`src/pkg/swi_params.svh`:
```
`ifndef SWI_PARAMS_SVH
`define SWI_PARAMS_SVH
// Register indices on the plain port
`define SWI_ADDR_FLAGS1    3'h0
`define SWI_ADDR_FLAGS2    3'h1
`define SWI_ADDR_INTCTL    3'h2
`define SWI_ADDR_OPTION    3'h3
`define SWI_ADDR_EN1       3'h4
`define SWI_ADDR_EN2       3'h5
`define SWI_ADDR_STATUS    3'h6
// Field masks and positions
`define SWI_FLAGS1_WMASK   8'hcf
`define SWI_FLAGS2_MASK    8'h89
`define SWI_GIE_BIT        7
`define SWI_PERIPHERAL_IRQ_ENABLE_BIT       6
`define SWI_PD_BIT         3
`define SWI_TO_BIT         4
`define SWI_RESET_BYTE     8'h00
`define SWI_STATUS_RESET   8'h18
`define SWI_VECTOR_ADDR    15'h0004
`define SWI_PC_ONE         15'h0001
// Start-up delay: 1024 oscillator periods
`define SWI_OST_PERIODS    11'h400
`define SWI_FORCED_NOPS    2'h2
`endif

```
`src/pkg/swi_pkg.sv`:
```
`default_nettype none
package swi_pkg;
	typedef enum logic [4:0] {
		SWI_RUN   = 5'h01,
		SWI_SLEEP = 5'h02,
		SWI_OST   = 5'h04,
		SWI_POST  = 5'h08,
		SWI_NOPS  = 5'h10
	} swi_state_type;

	typedef struct packed {
		logic       wr;
		logic       rd;
		logic [2:0] addr;
		logic [7:0] wdata;
	} swi_bus_type;
endpackage
`default_nettype wire

```
`src/logic/swi_sleep_wake.sv`:
```
`timescale 1ns/100ps
`default_nettype none
`include "swi_params.svh"
module swi_sleep_wake
	import swi_pkg::*;
(
	input  wire logic        i_clk,
	input  wire logic        i_rst_b,
	input  wire logic        i_sleep_exec,
	input  wire logic [14:0] i_pc,
	input  wire logic        i_ext_irq,
	input  wire logic        i_wdt_sleep_en,
	input  wire logic        i_wdt_timeout,
	input  wire logic        i_ost_used,
	input  wire logic        i_osc_tick,
	input  wire logic [7:0]  i_flags1_set,
	input  wire logic [7:0]  i_flags2_set,
	input  wire logic [7:0]  i_port_out,
	input  wire logic [7:0]  i_port_oe,
	input  wire logic        i_wr,
	input  wire logic        i_rd,
	input  wire logic [2:0]  i_addr,
	input  wire logic [7:0]  i_wdata,
	output logic [7:0]       o_rdata,
	output logic             o_cpu_clk_en,
	output logic             o_wdt_clear,
	output logic             o_wdt_run,
	output logic             o_prefetch,
	output logic [14:0]      o_fetch_addr,
	output logic             o_forced_nop,
	output logic             o_vector,
	output logic             o_irq,
	output logic             o_asleep,
	output logic [7:0]       o_port_out,
	output logic [7:0]       o_port_oe
);
	// Reset release through two flops; pin/brownout/POR arrive here alike
	logic rst_meta_r;
	logic rst_b_r;
	always_ff @(posedge i_clk or negedge i_rst_b) begin
		if (!i_rst_b) begin
			rst_meta_r <= 1'b0;
			rst_b_r    <= 1'b0;
		end else begin
			rst_meta_r <= 1'b1;
			rst_b_r    <= rst_meta_r;
		end
	end

	swi_bus_type bus;
	assign bus = '{wr: i_wr, rd: i_rd, addr: i_addr, wdata: i_wdata};

	logic [7:0]    flags1_r, flags1_nxt, flags2_r, flags2_nxt;
	logic [7:0]    intctl_r, intctl_nxt, option_r, option_nxt;
	logic [7:0]    en1_r, en1_nxt, en2_r, en2_nxt, status_r, status_nxt;
	logic [7:0]    rdata_nxt;
	swi_state_type state_r, state_nxt;
	logic [10:0]   ost_r, ost_nxt;
	logic [1:0]    nop_r, nop_nxt;
	logic          pend_any, wake_req, enter, wake_ext, wdt_wake;
	logic          clk_en_nxt, wclr_nxt, prefetch_nxt, fnop_nxt, vec_nxt, irq_nxt;
	logic          vec_pending_r, vec_pending_nxt;
	logic [14:0]   fetch_nxt;
	logic [14:0]   sleep_pc_r, sleep_pc_nxt;
	logic [7:0]    port_out_nxt, port_oe_nxt;

	// Request needs flag, enable and peripheral enable
	assign pend_any = ((|(flags1_r & en1_r)) || (|(flags2_r & en2_r & `SWI_FLAGS2_MASK)))
		&& intctl_r[`SWI_PERIPHERAL_IRQ_ENABLE_BIT];
	// Wake ignores global enable
	assign wake_ext = i_ext_irq;
	assign wdt_wake = i_wdt_timeout && i_wdt_sleep_en;
	assign wake_req = pend_any || wake_ext || wdt_wake;
	// Sleep only on the instruction; pending+GLOBAL_IRQ_ENABLE clear is a no-op
	assign enter = i_sleep_exec && (state_r == SWI_RUN)
		&& !(pend_any && !intctl_r[`SWI_GIE_BIT]);

	// Register file next values; hardware set beats software clear
	always_comb begin
		flags1_nxt = flags1_r;
		flags2_nxt = flags2_r;
		intctl_nxt = intctl_r;
		option_nxt = option_r;
		en1_nxt    = en1_r;
		en2_nxt    = en2_r;
		status_nxt = status_r;
		rdata_nxt  = `SWI_RESET_BYTE;
		if (bus.wr) begin
			unique case (bus.addr)
				`SWI_ADDR_FLAGS1: flags1_nxt = (flags1_r & ~`SWI_FLAGS1_WMASK)
					| (bus.wdata & `SWI_FLAGS1_WMASK);
				`SWI_ADDR_FLAGS2: flags2_nxt = bus.wdata & `SWI_FLAGS2_MASK;
				`SWI_ADDR_INTCTL: intctl_nxt = bus.wdata;
				`SWI_ADDR_OPTION: option_nxt = bus.wdata;
				`SWI_ADDR_EN1:    en1_nxt    = bus.wdata;
				`SWI_ADDR_EN2:    en2_nxt    = bus.wdata & `SWI_FLAGS2_MASK;
				default: ;
			endcase
		end
		flags1_nxt = flags1_nxt | i_flags1_set;
		flags2_nxt = flags2_nxt | (i_flags2_set & `SWI_FLAGS2_MASK);
		if (enter) begin
			status_nxt[`SWI_PD_BIT] = 1'b0;
			status_nxt[`SWI_TO_BIT] = 1'b1;
		end
		if (bus.rd) begin
			unique case (bus.addr)
				`SWI_ADDR_FLAGS1: rdata_nxt = flags1_r;
				`SWI_ADDR_FLAGS2: rdata_nxt = flags2_r & `SWI_FLAGS2_MASK;
				`SWI_ADDR_INTCTL: rdata_nxt = intctl_r;
				`SWI_ADDR_OPTION: rdata_nxt = option_r;
				`SWI_ADDR_EN1:    rdata_nxt = en1_r;
				`SWI_ADDR_EN2:    rdata_nxt = en2_r;
				`SWI_ADDR_STATUS: rdata_nxt = status_r;
				default:          rdata_nxt = `SWI_RESET_BYTE;
			endcase
		end
	end

	// All flag and enable registers clear on every reset type
	always_ff @(posedge i_clk or negedge rst_b_r) begin
		if (!rst_b_r) begin
			flags1_r <= `SWI_RESET_BYTE;
			flags2_r <= `SWI_RESET_BYTE;
			intctl_r <= `SWI_RESET_BYTE;
			option_r <= `SWI_RESET_BYTE;
			en1_r    <= `SWI_RESET_BYTE;
			en2_r    <= `SWI_RESET_BYTE;
			status_r <= `SWI_STATUS_RESET;
			o_rdata  <= `SWI_RESET_BYTE;
		end else begin
			flags1_r <= flags1_nxt;
			flags2_r <= flags2_nxt;
			intctl_r <= intctl_nxt;
			option_r <= option_nxt;
			en1_r    <= en1_nxt;
			en2_r    <= en2_nxt;
			status_r <= status_nxt;
			o_rdata  <= rdata_nxt;
		end
	end

	// Sleep/wake sequencer; start-up count runs on oscillator ticks
	always_comb begin
		state_nxt       = state_r;
		ost_nxt         = ost_r;
		nop_nxt         = nop_r;
		vec_pending_nxt = vec_pending_r;
		sleep_pc_nxt    = sleep_pc_r;
		clk_en_nxt      = 1'b1;
		wclr_nxt        = 1'b0;
		prefetch_nxt    = 1'b0;
		fnop_nxt        = 1'b0;
		vec_nxt         = 1'b0;
		fetch_nxt       = o_fetch_addr;
		port_out_nxt    = i_port_out;
		port_oe_nxt     = i_port_oe;
		unique case (state_r)
			SWI_RUN: begin
				if (enter) begin
					state_nxt    = SWI_SLEEP;
					wclr_nxt     = 1'b1;
					prefetch_nxt = 1'b1;
					fetch_nxt    = i_pc + `SWI_PC_ONE;
					sleep_pc_nxt = i_pc + `SWI_PC_ONE;
					clk_en_nxt   = 1'b0;
					port_out_nxt = o_port_out;
					port_oe_nxt  = o_port_oe;
				end
			end
			SWI_SLEEP: begin
				clk_en_nxt   = 1'b0;
				port_out_nxt = o_port_out;
				port_oe_nxt  = o_port_oe;
				if (wake_req) begin
					wclr_nxt        = 1'b1;
					vec_pending_nxt = intctl_r[`SWI_GIE_BIT] && !wdt_wake;
					ost_nxt         = `SWI_OST_PERIODS;
					state_nxt       = i_ost_used ? SWI_OST : SWI_POST;
				end
			end
			SWI_OST: begin
				clk_en_nxt   = 1'b0;
				port_out_nxt = o_port_out;
				port_oe_nxt  = o_port_oe;
				if (i_osc_tick) begin
					ost_nxt = ost_r - 11'h001;
					if (ost_r == 11'h001) begin
						state_nxt = SWI_POST;
					end
				end
			end
			SWI_POST: begin
				// Instruction after sleep always executes first
				fetch_nxt = sleep_pc_r + `SWI_PC_ONE;
				if (vec_pending_r) begin
					nop_nxt   = `SWI_FORCED_NOPS;
					state_nxt = SWI_NOPS;
				end else begin
					state_nxt = SWI_RUN;
				end
			end
			SWI_NOPS: begin
				fnop_nxt = 1'b1;
				nop_nxt  = nop_r - 2'h1;
				if (nop_r == 2'h1) begin
					vec_nxt         = 1'b1;
					fetch_nxt       = `SWI_VECTOR_ADDR;
					vec_pending_nxt = 1'b0;
					state_nxt       = SWI_RUN;
				end
			end
			default: state_nxt = SWI_RUN;
		endcase
		// Interrupt to CPU gated by global enable while awake
		irq_nxt = pend_any && intctl_r[`SWI_GIE_BIT] && (state_nxt == SWI_RUN);
	end

	always_ff @(posedge i_clk or negedge rst_b_r) begin
		if (!rst_b_r) begin
			state_r       <= SWI_RUN;
			ost_r         <= 11'h000;
			nop_r         <= 2'h0;
			vec_pending_r <= 1'b0;
			sleep_pc_r    <= 15'h0000;
			o_cpu_clk_en  <= 1'b1;
			o_wdt_clear   <= 1'b0;
			o_wdt_run     <= 1'b1;
			o_prefetch    <= 1'b0;
			o_fetch_addr  <= 15'h0000;
			o_forced_nop  <= 1'b0;
			o_vector      <= 1'b0;
			o_irq         <= 1'b0;
			o_asleep      <= 1'b0;
			o_port_out    <= 8'h00;
			o_port_oe     <= 8'h00;
		end else begin
			state_r       <= state_nxt;
			ost_r         <= ost_nxt;
			nop_r         <= nop_nxt;
			vec_pending_r <= vec_pending_nxt;
			sleep_pc_r    <= sleep_pc_nxt;
			o_cpu_clk_en  <= clk_en_nxt;
			o_wdt_clear   <= wclr_nxt;
			// Watchdog keeps counting in sleep only if enabled
			o_wdt_run     <= (state_nxt == SWI_RUN) || i_wdt_sleep_en;
			o_prefetch    <= prefetch_nxt;
			o_fetch_addr  <= fetch_nxt;
			o_forced_nop  <= fnop_nxt;
			o_vector      <= vec_nxt;
			o_irq         <= irq_nxt;
			o_asleep      <= (state_nxt == SWI_SLEEP) || (state_nxt == SWI_OST);
			o_port_out    <= port_out_nxt;
			o_port_oe     <= port_oe_nxt;
		end
	end

	// Checks
	a_entry_clears_wdt: assert property (@(posedge i_clk) disable iff (!rst_b_r)
		enter |=> o_wdt_clear && !o_cpu_clk_en) else $error("entry without wdt clear");
	a_entry_status: assert property (@(posedge i_clk) disable iff (!rst_b_r)
		enter |=> !status_r[`SWI_PD_BIT] && status_r[`SWI_TO_BIT]) else $error("status");
	a_noop_sleep: assert property (@(posedge i_clk) disable iff (!rst_b_r)
		(i_sleep_exec && state_r == SWI_RUN && pend_any && !intctl_r[`SWI_GIE_BIT])
		|=> state_r == SWI_RUN && $stable(status_r)) else $error("sleep not a no-op");
	a_ports_hold: assert property (@(posedge i_clk) disable iff (!rst_b_r)
		(o_asleep && $past(o_asleep)) |-> $stable(o_port_out) && $stable(o_port_oe))
		else $error("port moved in sleep");
	a_wake_clears_wdt: assert property (@(posedge i_clk) disable iff (!rst_b_r)
		(state_r == SWI_SLEEP && wake_req) |=> o_wdt_clear) else $error("wake no clear");
	a_prefetch_pc: assert property (@(posedge i_clk) disable iff (!rst_b_r)
		enter |=> o_prefetch && o_fetch_addr == $past(i_pc) + `SWI_PC_ONE)
		else $error("bad prefetch");
	a_two_nops: assert property (@(posedge i_clk) disable iff (!rst_b_r)
		(state_r == SWI_POST && vec_pending_r) |=> ##1 o_forced_nop ##1 o_forced_nop && o_vector)
		else $error("vector sequence");
	a_ro_flags: assert property (@(posedge i_clk) disable iff (!rst_b_r)
		(bus.wr && bus.addr == `SWI_ADDR_FLAGS1 && i_flags1_set == 8'h00)
		|=> flags1_r[5:4] == $past(flags1_r[5:4])) else $error("ro flag written");
	a_flag_set: assert property (@(posedge i_clk) disable iff (!rst_b_r)
		(|i_flags1_set) |=> (flags1_r & $past(i_flags1_set)) == $past(i_flags1_set))
		else $error("flag lost");
	a_clk_gated: assert property (@(posedge i_clk) disable iff (!rst_b_r)
		o_asleep |-> !o_cpu_clk_en) else $error("clock on in sleep");
	// Request path and interrupt output; o_irq lags its inputs by one edge
	a_irq_needs_peripheral_irq_enable: assert property (@(posedge i_clk) disable iff (!rst_b_r)
		o_irq |-> $past(intctl_r[`SWI_PERIPHERAL_IRQ_ENABLE_BIT]))
		else $error("irq without peripheral enable");
	a_irq_needs_req: assert property (@(posedge i_clk) disable iff (!rst_b_r)
		o_irq |-> $past(pend_any))
		else $error("irq without flag and enable");
	a_flags2_unimpl: assert property (@(posedge i_clk) disable iff (!rst_b_r)
		(flags2_r & ~`SWI_FLAGS2_MASK) == `SWI_RESET_BYTE)
		else $error("unimplemented flag bit set");
	a_flag2_set: assert property (@(posedge i_clk) disable iff (!rst_b_r)
		(|(i_flags2_set & `SWI_FLAGS2_MASK)) |=> (flags2_r & $past(i_flags2_set)
		& `SWI_FLAGS2_MASK) == ($past(i_flags2_set) & `SWI_FLAGS2_MASK))
		else $error("second flag lost");
	// Sleep entry and wake-up sources
	a_sleep_by_exec: assert property (@(posedge i_clk) disable iff (!rst_b_r)
		(state_r == SWI_RUN && !i_sleep_exec) |=> state_r == SWI_RUN)
		else $error("sleep without instruction");
	a_wake_no_gie: assert property (@(posedge i_clk) disable iff (!rst_b_r)
		(state_r == SWI_SLEEP && pend_any) |=> state_r != SWI_SLEEP)
		else $error("enabled request did not wake");
	a_wake_ext_pin: assert property (@(posedge i_clk) disable iff (!rst_b_r)
		(state_r == SWI_SLEEP && i_ext_irq) |=> state_r != SWI_SLEEP)
		else $error("external interrupt did not wake");
	a_wdt_no_vector: assert property (@(posedge i_clk) disable iff (!rst_b_r)
		(state_r == SWI_SLEEP && wdt_wake) |=> !vec_pending_r)
		else $error("watchdog wake vectored");
	a_wdt_run_sleep: assert property (@(posedge i_clk) disable iff (!rst_b_r)
		o_asleep |-> o_wdt_run == $past(i_wdt_sleep_en))
		else $error("watchdog run wrong in sleep");
	// Start-up wait, resume and vector
	a_ost_load: assert property (@(posedge i_clk) disable iff (!rst_b_r)
		(state_r == SWI_SLEEP && wake_req && i_ost_used)
		|=> state_r == SWI_OST && ost_r == `SWI_OST_PERIODS)
		else $error("start-up count not loaded");
	a_ost_hold: assert property (@(posedge i_clk) disable iff (!rst_b_r)
		(state_r == SWI_OST && ost_r != 11'h001) |=> state_r != SWI_POST)
		else $error("start-up wait cut short");
	a_resume_addr: assert property (@(posedge i_clk) disable iff (!rst_b_r)
		(state_r == SWI_POST) |=> o_cpu_clk_en
		&& o_fetch_addr == $past(sleep_pc_r) + `SWI_PC_ONE)
		else $error("bad resume address");
	a_vector_addr: assert property (@(posedge i_clk) disable iff (!rst_b_r)
		o_vector |-> o_forced_nop && o_fetch_addr == `SWI_VECTOR_ADDR)
		else $error("bad vector fetch");
	a_nop_awake: assert property (@(posedge i_clk) disable iff (!rst_b_r)
		o_forced_nop |-> o_cpu_clk_en && !o_asleep)
		else $error("forced no-op while asleep");
	c_sleep_wake: cover property (@(posedge i_clk) state_r == SWI_SLEEP ##1 state_r == SWI_POST);
	c_wdt_wake: cover property (@(posedge i_clk) state_r == SWI_SLEEP && wdt_wake);
	c_ost_wait: cover property (@(posedge i_clk) state_r == SWI_OST ##1 state_r == SWI_POST);
	c_vector: cover property (@(posedge i_clk) o_vector);
	c_noop_sleep: cover property (@(posedge i_clk)
		i_sleep_exec && pend_any && !intctl_r[`SWI_GIE_BIT]);
endmodule
`default_nettype wire

```
`config.mk`:
```
export PLATFORM = sky130hd
export DESIGN_NAME = swi_sleep_wake
export DESIGN_NICKNAME = d
export VERILOG_FILES = /design/src/pkg/swi_pkg.sv /design/src/logic/swi_sleep_wake.sv
export VERILOG_INCLUDE_DIRS = /design/src /design/src/pkg
export SDC_FILE = /design/constraint.sdc
export NUM_CORES = 1
export LEC_CHECK = 0
export CORE_ASPECT_RATIO = 0.75
export CORE_MARGIN = 5
export CORE_UTILIZATION = 49
export DETAILED_ROUTE_END_ITERATION = 16
export DONT_BUFFER_PORTS = 1
export PLACE_DENSITY = 0.67
export SLEW_MARGIN = 15
export SYNTH_ARGS = -nofsm -noshare
export SYNTH_HDL_FRONTEND = slang
export SYNTH_SLANG_ARGS = --single-unit
```
`constraint.sdc`:
```
create_clock -name i_clk -period 3.7 [get_ports i_clk]
set_clock_uncertainty 0.2 [all_clocks]
set_input_delay 0.37 -clock i_clk [delete_from_list [all_inputs] [get_ports i_clk]]
set_output_delay 0.37 -clock i_clk [all_outputs]
set_load 0.01 [all_outputs]
```
==> results of run 1 <==
[area by class of cell]
cell class | instances | share of cell area
clock buffer | 19 | 0.0625
multi-input combinational | 377 | 0.370
tap | 162 | 0.0280
clock inverter | 13 | 0.0195
timing repair buffer | 67 | 0.0919
inverter | 11 | 0.00570
sequential | 122 | 0.423
[synth_stat cells, types with 3 or more instances]
| cell type | number | area share |
|---|---|---|
| nand2b_1 | 3 | 0.0032 |
| nand2_1 | 59 | 0.038 |
| o21ai_0 | 46 | 0.039 |
| mux2_4 | 9 | 0.023 |
| a22oi_1 | 7 | 0.0089 |
| nor3_1 | 4 | 0.0034 |
| and3_1 | 12 | 0.013 |
| buf_2 | 9 | 0.0077 |
| dfrtp_1 | 118 | 0.50 |
| ha_1 | 5 | 0.011 |
| a2bb2oi_1 | 5 | 0.0074 |
| nand4_1 | 8 | 0.0085 |
| clkbuf_1 | 13 | 0.0083 |
| nand3_1 | 23 | 0.020 |
| nor2b_1 | 8 | 0.0085 |
| mux2i_1 | 5 | 0.0085 |
| inv_1 | 10 | 0.0064 |
| o211ai_1 | 3 | 0.0038 |
| a211o_1 | 10 | 0.015 |
| o22a_1 | 3 | 0.0045 |
| a21oi_1 | 9 | 0.0077 |
| mux2_2 | 38 | 0.073 |
| and2_1 | 8 | 0.0085 |
| nor2_1 | 32 | 0.020 |
| xor2_1 | 14 | 0.021 |
| dfstp_2 | 4 | 0.018 |
| o22ai_1 | 5 | 0.0053 |
| xnor2_1 | 22 | 0.033 |
[cells by family (layout without fill, tap and decap cells)]
family,after synthesis,count (layout)
xor+xnor,36,36
mux,55,55
compound gates,101,101
fa+ha+maj,5,5
flops,122,122
other cells,1,1
buf+inv,34,110
simple gates,179,179
[path summary, 6_finish.rpt]
| kind | slack, ns | to | from | cells past startpoint |
|---|---|---|---|---|
| max in group asynchronous | 2.35 | o_cpu_clk_en | rst_b_r | 1 |
| min in group asynchronous | 0.10 | en1_r[0] | rst_b_r | 0 |
| max reg2reg | 1.23 | o_fetch_addr[0] | state_r[4] | 5 |
| min | 0.02 | o_rdata[5] | i_addr[2] | 2 |
| max | 1.23 | o_fetch_addr[0] | state_r[4] | 5 |
| min reg2reg | 0.10 | en1_r[0] | rst_b_r | 0 |
[worst register-to-register path, delay by kind of cell, from the launching register on]
family           cells  cell delay (ns)
flip-flops           1             0.44
AND/OR/NAND/NOR      3             1.24
multiplexers         1             0.31
AO/OA/AOI/OAI        1             0.17
[metal layers]
metal,routed length [um],part of all wire,global-route usage
met5,0,0,0
met4,131,0.0092,0.0590
met3,981,0.069,0.0677
met2,6660,0.47,0.321
met1,6530,0.46,0.271
[report_power, final]
group,switching [mW],internal [mW],leakage (nW)
Combinational,0.621,0.595,1.38
Clock,0.610,1.03,0.286
Sequential,0.452,1.75,1.46
[registers in the layout (all words and copies together) (netlist names), 2 cells and up]
| register | cells |
|---|---|
| flags1_r | 8 |
| option_r | 8 |
| intctl_r | 8 |
| sleep_pc_r | 15 |
| nop_r | 2 |
| o_rdata | 8 |
| ost_r | 11 |
| en1_r | 8 |
| flags2_r | 3 |
| o_port_out | 8 |
| state_r | 5 |
| o_fetch_addr | 15 |
| en2_r | 3 |
| o_port_oe | 8 |
[stage by stage]
step / cells / instance area (sq um) / power (mW) / worst slack [ns] / util
global route: 771 / 7250 / 5.36 / 1.08 / 0.622
floorplan: 533 / 5890 / 3.10 / 1.47 / -
global placement: 679 / 6050 / 3.31 / 1.34 / 0.519
detailed placement: 679 / 6050 / 3.37 / 1.29 / 0.519
finish: 771 / 7250 / 5.06 / 1.23 / 0.622
CTS: 770 / 7240 / 5.09 / 1.25 / 0.621
[what timing repair did]
action                                  CTS  global route
endpoints found under the hold margin    77             1
buffers inserted                          0             0
hold buffers                             59             1
endpoints found under the setup margin    0             0
==> summary.txt, run 1 <==
Outcome
  – Status: finished, final reports clean

Setup path
  – Crit path kind: flop to flop
  – Crit-path cells: nor2_1, nand3_1, nand2_1, o22ai_1, mux2_1
  – Largest delay contributor family on the critical path: simple AND/OR/NAND/NOR gates
  – Worst path required time: 3.78 ns
  – Max FO, Critical Path: 13
  – Critical path data arrival time: 2.55 ns
  – Startpoint Class: flop
  – Slowest-stage cell, CP: nand2_1
  – CP endpoint kind: flop
  – Max stage delay on crit path: between 0.5 and 0.6 ns
  – Critical path buffer and inverter count: 0

Route
  – DR vias: approximately 4.3k
  – Post-Route WL: approximately 14,000 um
  – Mean number of vias per cell: 5.60
  – Drc violations: 0
  – First-pass iteration count of the detailed router: 5
  – Routed len/inst: 18.6 um
  – DR iter-0 viols: 226
  – Routed Antenna Nets: 0

Logic synthesis
  – Largest family of logic cells by synthesized area: simple AND/OR/NAND/NOR gates
  – YS warnings: 0
  – XOR/XNOR Fraction of Synth Area: 0.0536
  – Post-synth EDFFs: 0
  – Seq/Total Area, Yosys: 0.520
  – Top_reg_cell synth: dfrtp_1
  – Mux share of post-synthesis cell area: 0.114
  – Post-Synth Adder-Cell Area: 0.0106
  – Cell variety after synth: 62
  – Simple-gate share of the synthesized area: 0.160
  – Yosys reg bits: 122
  – Mapped Cells: 533
  – Mapped cell area: around 5900 sq um
  – Syn Nets: 606
  – Compound-Gate Fraction of Synth Area: 0.117
  – Mean area per synthesized cell: 11.0 sq um
  – Async set-reset flop share out of synthesis: 1.00

Timing
  – Final worst path period share: 0.668
  – Final setup fails: 0
  – F_max: between 400 and 500 MHz
  – Fin Setup TNS: 0 ns
  – Worst-margin pin slew: 0.947 ns
  – Max-slew headroom: 0.366
  – Slew Limit Fails: 0
  – RSZ-0062 raised after global routing: no
  – Final Critical Period: ~2.5 ns
  – Worst hold slack: 0.0177 ns
  – Hold Vio Cnt, Final: 0

Cells and area
  – Leading cell type in the layout, fill and taps excluded: dfrtp_1
  – Layout cell share with drive strength beyond 1: 0.181
  – Fill cell total of the finished layout: 917
  – ANT cells: 0
  – Nets@finish: 669
  – Area Growth Syn to Fin: 23.1%
  – FF/Latch Area: 3060 sq um
  – Commonest non-fill, non-tap cells in the layout: 117 x dfrtp_1, 60 x dlygate4sd3_1, 59 x nand2_1
  – Footprint of the multi-input gates: 2680 sq um

Die
  – Die area: 14,300 sq um
  – Number of I/O pins: 115
  – Die W: about 140 um
  – Area of the core: 11,700 sq um
  – Std-Cell Rows: 34
  – Die H: around 100 um
  – Initial Util: 0.505

GRT
  – Global-route wire length before repair: 23,100 um
  – GRT overflow: 0
  – Vias in the first global route: around 4.4k
  – Initial antenna violation count: 0
  – Overall Global Routing Usage: 0.204
  – Pin count of the biggest net entering global routing: 85

CTS
  – Clock-pin transition on the worst setup and hold timing paths: 0.06 ns
  – H-Tree Depth: 4
  – Worst-skew pair later-pin latency: approximately 0.41 ns
  – CTS tree: built
  – Num CTS Buffers: 17
  – Max Root-Sink Buffers: 2
  – Root Driver: clkbuf_16
  – Post-CTS Resized: 0
  – Clk sinks: 122

Placement
  – Port Buffer Count: 0
  – Dpl hpwl: around 9400 um
  – Routability cong.: 0.845

Power
  – PD cells: ~700 nW/um^2
  – Worst vdd ir: ~0.38 mV
  – Leak Pwr: 3.13 nW

Flow run
  – MaxCap Viol Count: 0

Hold path
  – Hold Crit Class: primary input to flop
Note: power is estimated with default switching activity, not from simulation.
==> run 2, diff against run 1 <==
--- a/config.mk
+++ b/config.mk
@@ -6,12 +6,13 @@
 export SDC_FILE = /design/constraint.sdc
 export NUM_CORES = 1
 export LEC_CHECK = 0
+export ABC_AREA = 1
 export CORE_ASPECT_RATIO = 0.75
 export CORE_MARGIN = 5
 export CORE_UTILIZATION = 49
 export DETAILED_ROUTE_END_ITERATION = 16
 export DONT_BUFFER_PORTS = 1
-export PLACE_DENSITY = 0.67
+export PLACE_DENSITY = 0.65
 export SLEW_MARGIN = 15
 export SYNTH_ARGS = -nofsm -noshare
 export SYNTH_HDL_FRONTEND = slang
==> constraint.sdc (replaced) <==
create_clock -name i_clk -period 2.3 [get_ports i_clk]
set_clock_uncertainty 0.2 [all_clocks]
set_input_delay 0.23 -clock i_clk [delete_from_list [all_inputs] [get_ports i_clk]]
set_output_delay 0.23 -clock i_clk [all_outputs]
set_load 0.01 [all_outputs]
==> summary.txt, run 2 <==
CTS
  – Max Root-Sink Buffers: 2
  – H-Tree Depth: 4
  – Num CTS Buffers: 17
  – Root Driver: clkbuf_16
  – Worst-skew pair later-pin latency: 0.41 ns
  – Post-CTS Resized: 0
  – Clock-pin transition on the worst setup and hold timing paths: ~0.06 ns
  – CTS tree: built
  – Clk sinks: 122

GRT
  – Initial antenna violation count: 0
  – Overall Global Routing Usage: 0.223
  – Vias in the first global route: between 5k and 6k
  – Pin count of the biggest net entering global routing: 63
  – Global-route wire length before repair: around 27,000 um
  – GRT overflow: 0

Timing
  – Worst-margin pin slew: 0.530 ns
  – RSZ-0062 raised after global routing: no
  – Fin Setup TNS: 0 ns
  – Hold Vio Cnt, Final: 0
  – F_max: 455 MHz
  – Final setup fails: 0
  – Final Critical Period: between 2 and 2.5 ns
  – Max-slew headroom: 0.646
  – Final WS setup: 0.102 ns
  – Slew Limit Fails: 0
  – Final worst path period share: 0.956

Power
  – P_int: 5.24 mW
  – Sw Share: 0.380
  – Flop pwr share: 0.417
  – Worst vdd ir: 0.771 mV
  – Clock power frac: 0.299
  – Comb pwr share: 0.284
  – PD cells: 1090 nW/um^2
  – Leak Pwr: between 3 and 4 nW
  – Net Switching: about 3.2 mW

Logic synthesis
  – Synth top area share: 0.473
  – Syn Nets: 836
  – Post-synth EDFFs: 0
  – Yosys reg bits: ~120
  – Cell variety after synth: 49
  – Largest area contributor in the netlist: dfrtp_1
  – Mapped cell area: 6250 sq um
  – Mapped Cells: 763
  – Top_reg_cell synth: dfrtp_1
  – Mean area per synthesized cell: 8.19 sq um
  – Most instantiated library cell after synthesis: nand2_1
  – Synth top area cells: dfrtp_1 47%, nand2_1 16%, nand3_1 4.8%
  – Async set-reset flop share out of synthesis: 1.00
  – YS warnings: 0
  – Seq/Total Area, Yosys: 0.489
  – Most instantiated cells after synthesis: 267 x nand2_1, 118 x dfrtp_1, 60 x nand3_1

Hold path
  – Hold Crit Class: primary input to flop
  – Hold_sp: i_pc[4]
  – Min-Delay Endpoint: sleep_pc_r[10]
  – Hold depth: 5

Route
  – Routed len/inst: 16.0 um
  – First-pass iteration count of the detailed router: 5
  – DR iter-0 viols: 480
  – Drc violations: 0
  – Routed Antenna Nets: 0
  – Post-Route WL: 16,500 um
  – DR vias: 5,469
  – Mean number of vias per cell: 5.31

Setup path
  – Reg-to-reg slack, setup: 0.15 ns
  – WP depth: 10
  – Crit path kind: primary input to flop
  – Slowest-stage cell, CP: dlygate4sd3_1
  – Worst R2R End: state_r[2]
  – Worst reg2reg path depth: 9
  – Reg2reg start: flags1_r[3]
  – Cell repeated most along the worst path: nand2_1
  – Startpoint Class: primary input
  – Critical path data arrival time: 2.34 ns
  – Crit-path cells: dlygate4sd3_1, ha_1, nand3_1, inv_1, nand2_1, xnor2_1, nand2_1, nand2_1, nand3_1, nand2_1
  – Max stage delay on crit path: just over 0.7 ns
  – CP endpoint kind: flop
  – Largest delay contributor family on the critical path: buffers and inverters
  – Critical path buffer and inverter count: 2
  – Max FO, Critical Path: 5
  – Worst path required time: 2.44 ns

Outcome
  – Status: finished, final reports clean

Placement
  – Routability cong.: between 0.9 and 1
  – Dpl ws: 0.355 ns
  – Dpl hpwl: 11,300 um
  – Port Buffer Count: 0

Cells and area
  – Nets@finish: 923
  – Commonest non-fill, non-tap cells in the layout: 267 x nand2_1, 117 x dfrtp_1, 78 x dlygate4sd3_1
  – Layout cell share with drive strength beyond 1: 0.101
  – Top flop regs: o_fetch_addr (15), sleep_pc_r (15), ost_r (11)
  – ANT cells: 0
  – Leading cell type in the layout, fill and taps excluded: nand2_1
  – Area Growth Syn to Fin: 23.6%

Die
  – Die area: 15,100 sq um
  – Number of I/O pins: 115
  – Area of the core: 12,400 sq um
  – Die H: 108 um
  – Die W: 140 um
  – Std-Cell Rows: 35
  – Initial Util: 0.504

Flow run
  – MaxCap Viol Count: 0
-- run 2: cell types whose count changed in the layout (fill, tap and decap cells not counted), sizes merged, moves of 16 or more --
cell and delta:
inv +49, mux2 -48, o21ai +24, dlygate4sd3 +18
xnor2 -16, nand2 +228, nand3 +39, nor2 +21
-- run 2: per-stage QoR --
step                       util  total power [mW]  instances  hold WS [ns]  instance area (sq um)
after floorplan               -              5.39        763        -0.266                   6250
after global placement    0.514              5.73        919        -0.266                   6370
after detailed placement  0.514              5.81        919        -0.266                   6370
after CTS                 0.623              8.48       1029       0.00249                   7720
after global routing      0.623              8.99       1029        0.0421                   7720
final                     0.623              8.45       1029        0.0108                   7720
-- run 2: power by group through the flow --
stage / Combinational, mW / Clock, mW / Sequential (mW)
2_1_floorplan: 2.01 / 0 / 3.38
3_3_place_gp: 2.19 / 0 / 3.53
4_1_cts: 2.40 / 2.56 / 3.52
6_report: 2.40 / 2.53 / 3.52
5_1_grt: 2.71 / 2.67 / 3.61
3_5_place_dp: 2.27 / 0 / 3.54
-- run 2: cell type report --
type,count,area (sq um)
tap,166,208
multi-input combinational,564,2810
inverter,63,251
sequential,122,3060
timing repair buffer,82,823
fill,1028,4670
clock buffer,21,470
clock inverter,11,96.3
-- run 2: repair_timing --
item	4_1_cts	5_1_grt
endpoints found under the setup margin	0	4
hold buffers	78	1
hold endpoints to repair	91	6
buffers inserted	0	0
-- run 2: how the worst max path moves through the flow --
stage	startpoint	to	slack, ns
floorplan	rst_b_r	en1_r[0]	0.07
global placement	sleep_pc_r[0]	o_fetch_addr[12]	0.39
detailed placement	sleep_pc_r[0]	o_fetch_addr[12]	0.35
CTS	i_addr[0]	en1_r[7]	0.06
global route	flags1_r[3]	state_r[2]	0.005
finish	i_pc[0]	o_fetch_addr[8]	0.10
-- run 2: layer usage --
metal	global-route usage	part of all wire	routed length [um]	vias up
met5	0	0	0	-
met2	0.325	0.43	7050	243
met1	0.322	0.46	7620	2540
met3	0.0679	0.098	1610	23
li1	-	-	-	2663
met4	0.0615	0.011	181	0
-- run 2: worst register-to-register path, cell delays in order (launching register included) --
cell	delay, ns
dfrtp_1	0.42
nand2_1	0.10
nand2_1	0.06
nor2_1	0.13
nand3_1	0.16
nand2_1	0.16
nand2_1	0.11
nand3_1	0.10
dlygate4sd3_1	0.55
nand2_1	0.05
-- run 2: kinds of logic (layout without fill, tap and decap cells) --
kind of cell	after synthesis	in the layout	synth area share
flops	122	122	0.489
compound gates	103	103	0.0939
simple gates	440	440	0.324
fa+ha+maj	5	5	0.0100
buf+inv	77	177	0.0607
other cells	1	1	0.000600
xor+xnor	15	15	0.0210
==> run 3, diff against run 2 <==
--- a/config.mk
+++ b/config.mk
@@ -9,10 +9,10 @@
 export ABC_AREA = 1
 export CORE_ASPECT_RATIO = 0.75
 export CORE_MARGIN = 5
-export CORE_UTILIZATION = 49
+export CORE_UTILIZATION = 31
 export DETAILED_ROUTE_END_ITERATION = 16
 export DONT_BUFFER_PORTS = 1
-export PLACE_DENSITY = 0.65
+export PLACE_DENSITY = 0.46
 export SLEW_MARGIN = 15
 export SYNTH_ARGS = -nofsm -noshare
 export SYNTH_HDL_FRONTEND = slang
==> summary.txt, run 3 (synthesis results as in run 2) <==
Cells and area
  – Fin cells: 1,128
  – Fill cell total of the finished layout: around 2.0k
  – Area Growth Syn to Fin: 26.8%
  – Nets@finish: a little over 900
  – Leading cell type in the layout, fill and taps excluded: nand2_1
  – Commonest non-fill, non-tap cells in the layout: 267 x nand2_1, 117 x dfrtp_1, 80 x dlygate4sd3_1
  – Top flop regs: o_fetch_addr (15), sleep_pc_r (15), ost_r (11)
  – Layout cell share with drive strength beyond 1: 0.101

Timing
  – Hold Vio Cnt, Final: 0
  – F_max: between 400 and 500 MHz
  – Final setup fails: 0
  – Worst-margin pin slew: 0.515 ns
  – Final Critical Period: 2.12 ns
  – Max-slew headroom: 0.655
  – Slew Limit Fails: 0
  – RSZ-0062 raised after global routing: no
  – Fin Setup TNS: 0 ns
  – Final worst path period share: 0.923

Setup path
  – Worst reg2reg path depth: 8
  – Worst path required time: 2.46 ns
  – Crit-path cells: nor2_4, nand3_4, inv_4, nor2_8, inv_1, o21ai_0, nand3_1, nand2_1
  – Crit path kind: flop to flop
  – Max FO, Critical Path: 12
  – Reg2reg start: state_r[0]
  – CP Capture Point: o_fetch_addr[6]
  – Reg-to-reg slack, setup: roughly 0.18 ns
  – Worst R2R End: o_fetch_addr[6]
  – Max stage delay on crit path: 0.58 ns
  – Startpoint Class: flop
  – Slowest-stage cell, CP: dfstp_2
  – CP endpoint kind: flop
  – Critical path data arrival time: 2.28 ns
  – CP Launch Point: state_r[0]

GRT
  – Overall Global Routing Usage: 0.159
  – Initial antenna violation count: 2
  – Vias in the first global route: 5,453
  – GRT overflow: 0
  – Global-route wire length before repair: 29,200 um
  – Pin count of the biggest net entering global routing: between 60 and 70

Placement
  – Placed cells: about 1k
  – Port Buffer Count: 0
  – Dpl hpwl: approximately 12,000 um
  – Routability cong.: 0.885

Power
  – P_int: between 5 and 6 mW
  – Comb pwr share: 0.285
  – Net Switching: 3.26 mW
  – Flop pwr share: 0.404
  – Worst vdd ir: 0.629 mV
  – PD cells: 1100 nW/um^2
  – Leak Pwr: between 3 and 4 nW
  – Clock power frac: 0.311
  – Sw Share: 0.375

Route
  – Routed Antenna Nets: 0
  – DR vias: 5,467
  – DR iter-0 viols: 450
  – Mean number of vias per cell: 4.85
  – Post-Route WL: 17,800 um
  – Routed len/inst: 15.8 um
  – First-pass iteration count of the detailed router: 5
  – Drc violations: 0

CTS
  – Num CTS Buffers: 17
  – Post-CTS Resized: 0
  – Clock-pin transition on the worst setup and hold timing paths: 0.06 ns
  – Root Driver: clkbuf_16
  – H-Tree Depth: 4
  – CTS tree: built
  – Clk sinks: 122
  – Max Root-Sink Buffers: 2
  – Worst-skew pair later-pin latency: 0.42 ns
  – # Post-CTS Setup Buffers: 0

Die
  – Die W: 174 um
  – Die area: around 23,000 sq um
  – Initial Util: 0.312
  – Number of I/O pins: 115
  – Die H: 133 um
  – Std-Cell Rows: 45
  – Area of the core: 20,000 sq um

Outcome
  – Status: finished, final reports clean

Hold path
  – Hold Crit Class: primary input to flop
  – Hold depth: 4
  – Hold_sp: i_pc[0]

Flow run
  – MaxCap Viol Count: 0
==> run 3: changes by cell type in the layout (fill, tap and decap cells not counted) <==
cell,previous run,this run
diode_2,0,2
clkbuf_8,3,5
clkbuf_1,1,3
dlygate4sd3_1,78,80
buf_12,1,2
buf_4,3,5
clkinvlp_4,5,0
bufinv_16,1,2
==> run 3: worst min path at each step <==
stage | endpoint | slack [ns]
after floorplan | rst_b_r | -0.27
after global placement | rst_meta_r | -0.27
after CTS | sleep_pc_r[9] | 0.04
after detailed placement | rst_meta_r | -0.27
after global routing | sleep_pc_r[9] | 0.06
final | sleep_pc_r[9] | 0.05
==> run 3: worst max-delay path: cells and delay by family (launching register included) <==
family,cells,cell delay [ns]
compound gates,1,0.37
buf+inv,2,0.26
flops,1,0.58
simple gates,5,0.65
==> run 3: power by group through the flow <==
stage / Clock (mW) / Sequential, mW / Combinational (mW)
6_report: 2.70 / 3.51 / 2.47
5_1_grt: 2.86 / 3.60 / 2.84
4_1_cts: 2.76 / 3.51 / 2.48
3_5_place_dp: 0 / 3.53 / 2.36
3_3_place_gp: 0 / 3.53 / 2.32
2_1_floorplan: 0 / 3.38 / 2.01
==> run 3: metrics by stage <==
step | hold slack (ns) | setup WS (ns) | instance area [sq um] | utilization | total power, mW
6_report | 0.0542 | 0.176 | 7930 | 0.395 | 8.69
5_1_grt | 0.0637 | 0.00419 | 7930 | 0.395 | 9.30
4_1_cts | 0.0396 | 0.0780 | 7920 | 0.395 | 8.76
3_5_place_dp | -0.266 | 0.248 | 6530 | 0.326 | 5.89
3_3_place_gp | -0.266 | 0.257 | 6530 | 0.326 | 5.86
2_1_floorplan | -0.266 | 0.0689 | 6250 | - | 5.39
==> run 3: area by class of cell <==
cell class,count,area [sq um],share of cell area
tap,258,323,0.0407
antenna,2,5.00,0.000632
timing repair buffer,87,878,0.111
inverter,63,251,0.0317
sequential,122,3060,0.386
clock buffer,25,505,0.0638
clock inverter,7,88.8,0.0112
multi-input combinational,564,2810,0.355
==> run 3: layer usage <==
metal  GRT usage  share of wire  vias to the layer above
met5           0              0                        -
li1            -              -                     2666
met1       0.230           0.49                     2569
met3      0.0537          0.085                       19
met4      0.0492          0.015                        0
met2       0.223           0.41                      213
==> run 3: repair_timing <==
item                                    4_1_cts  5_1_grt
endpoints found under the hold margin        93        5
hold buffers                                 80        1
endpoints found under the setup margin        0        8
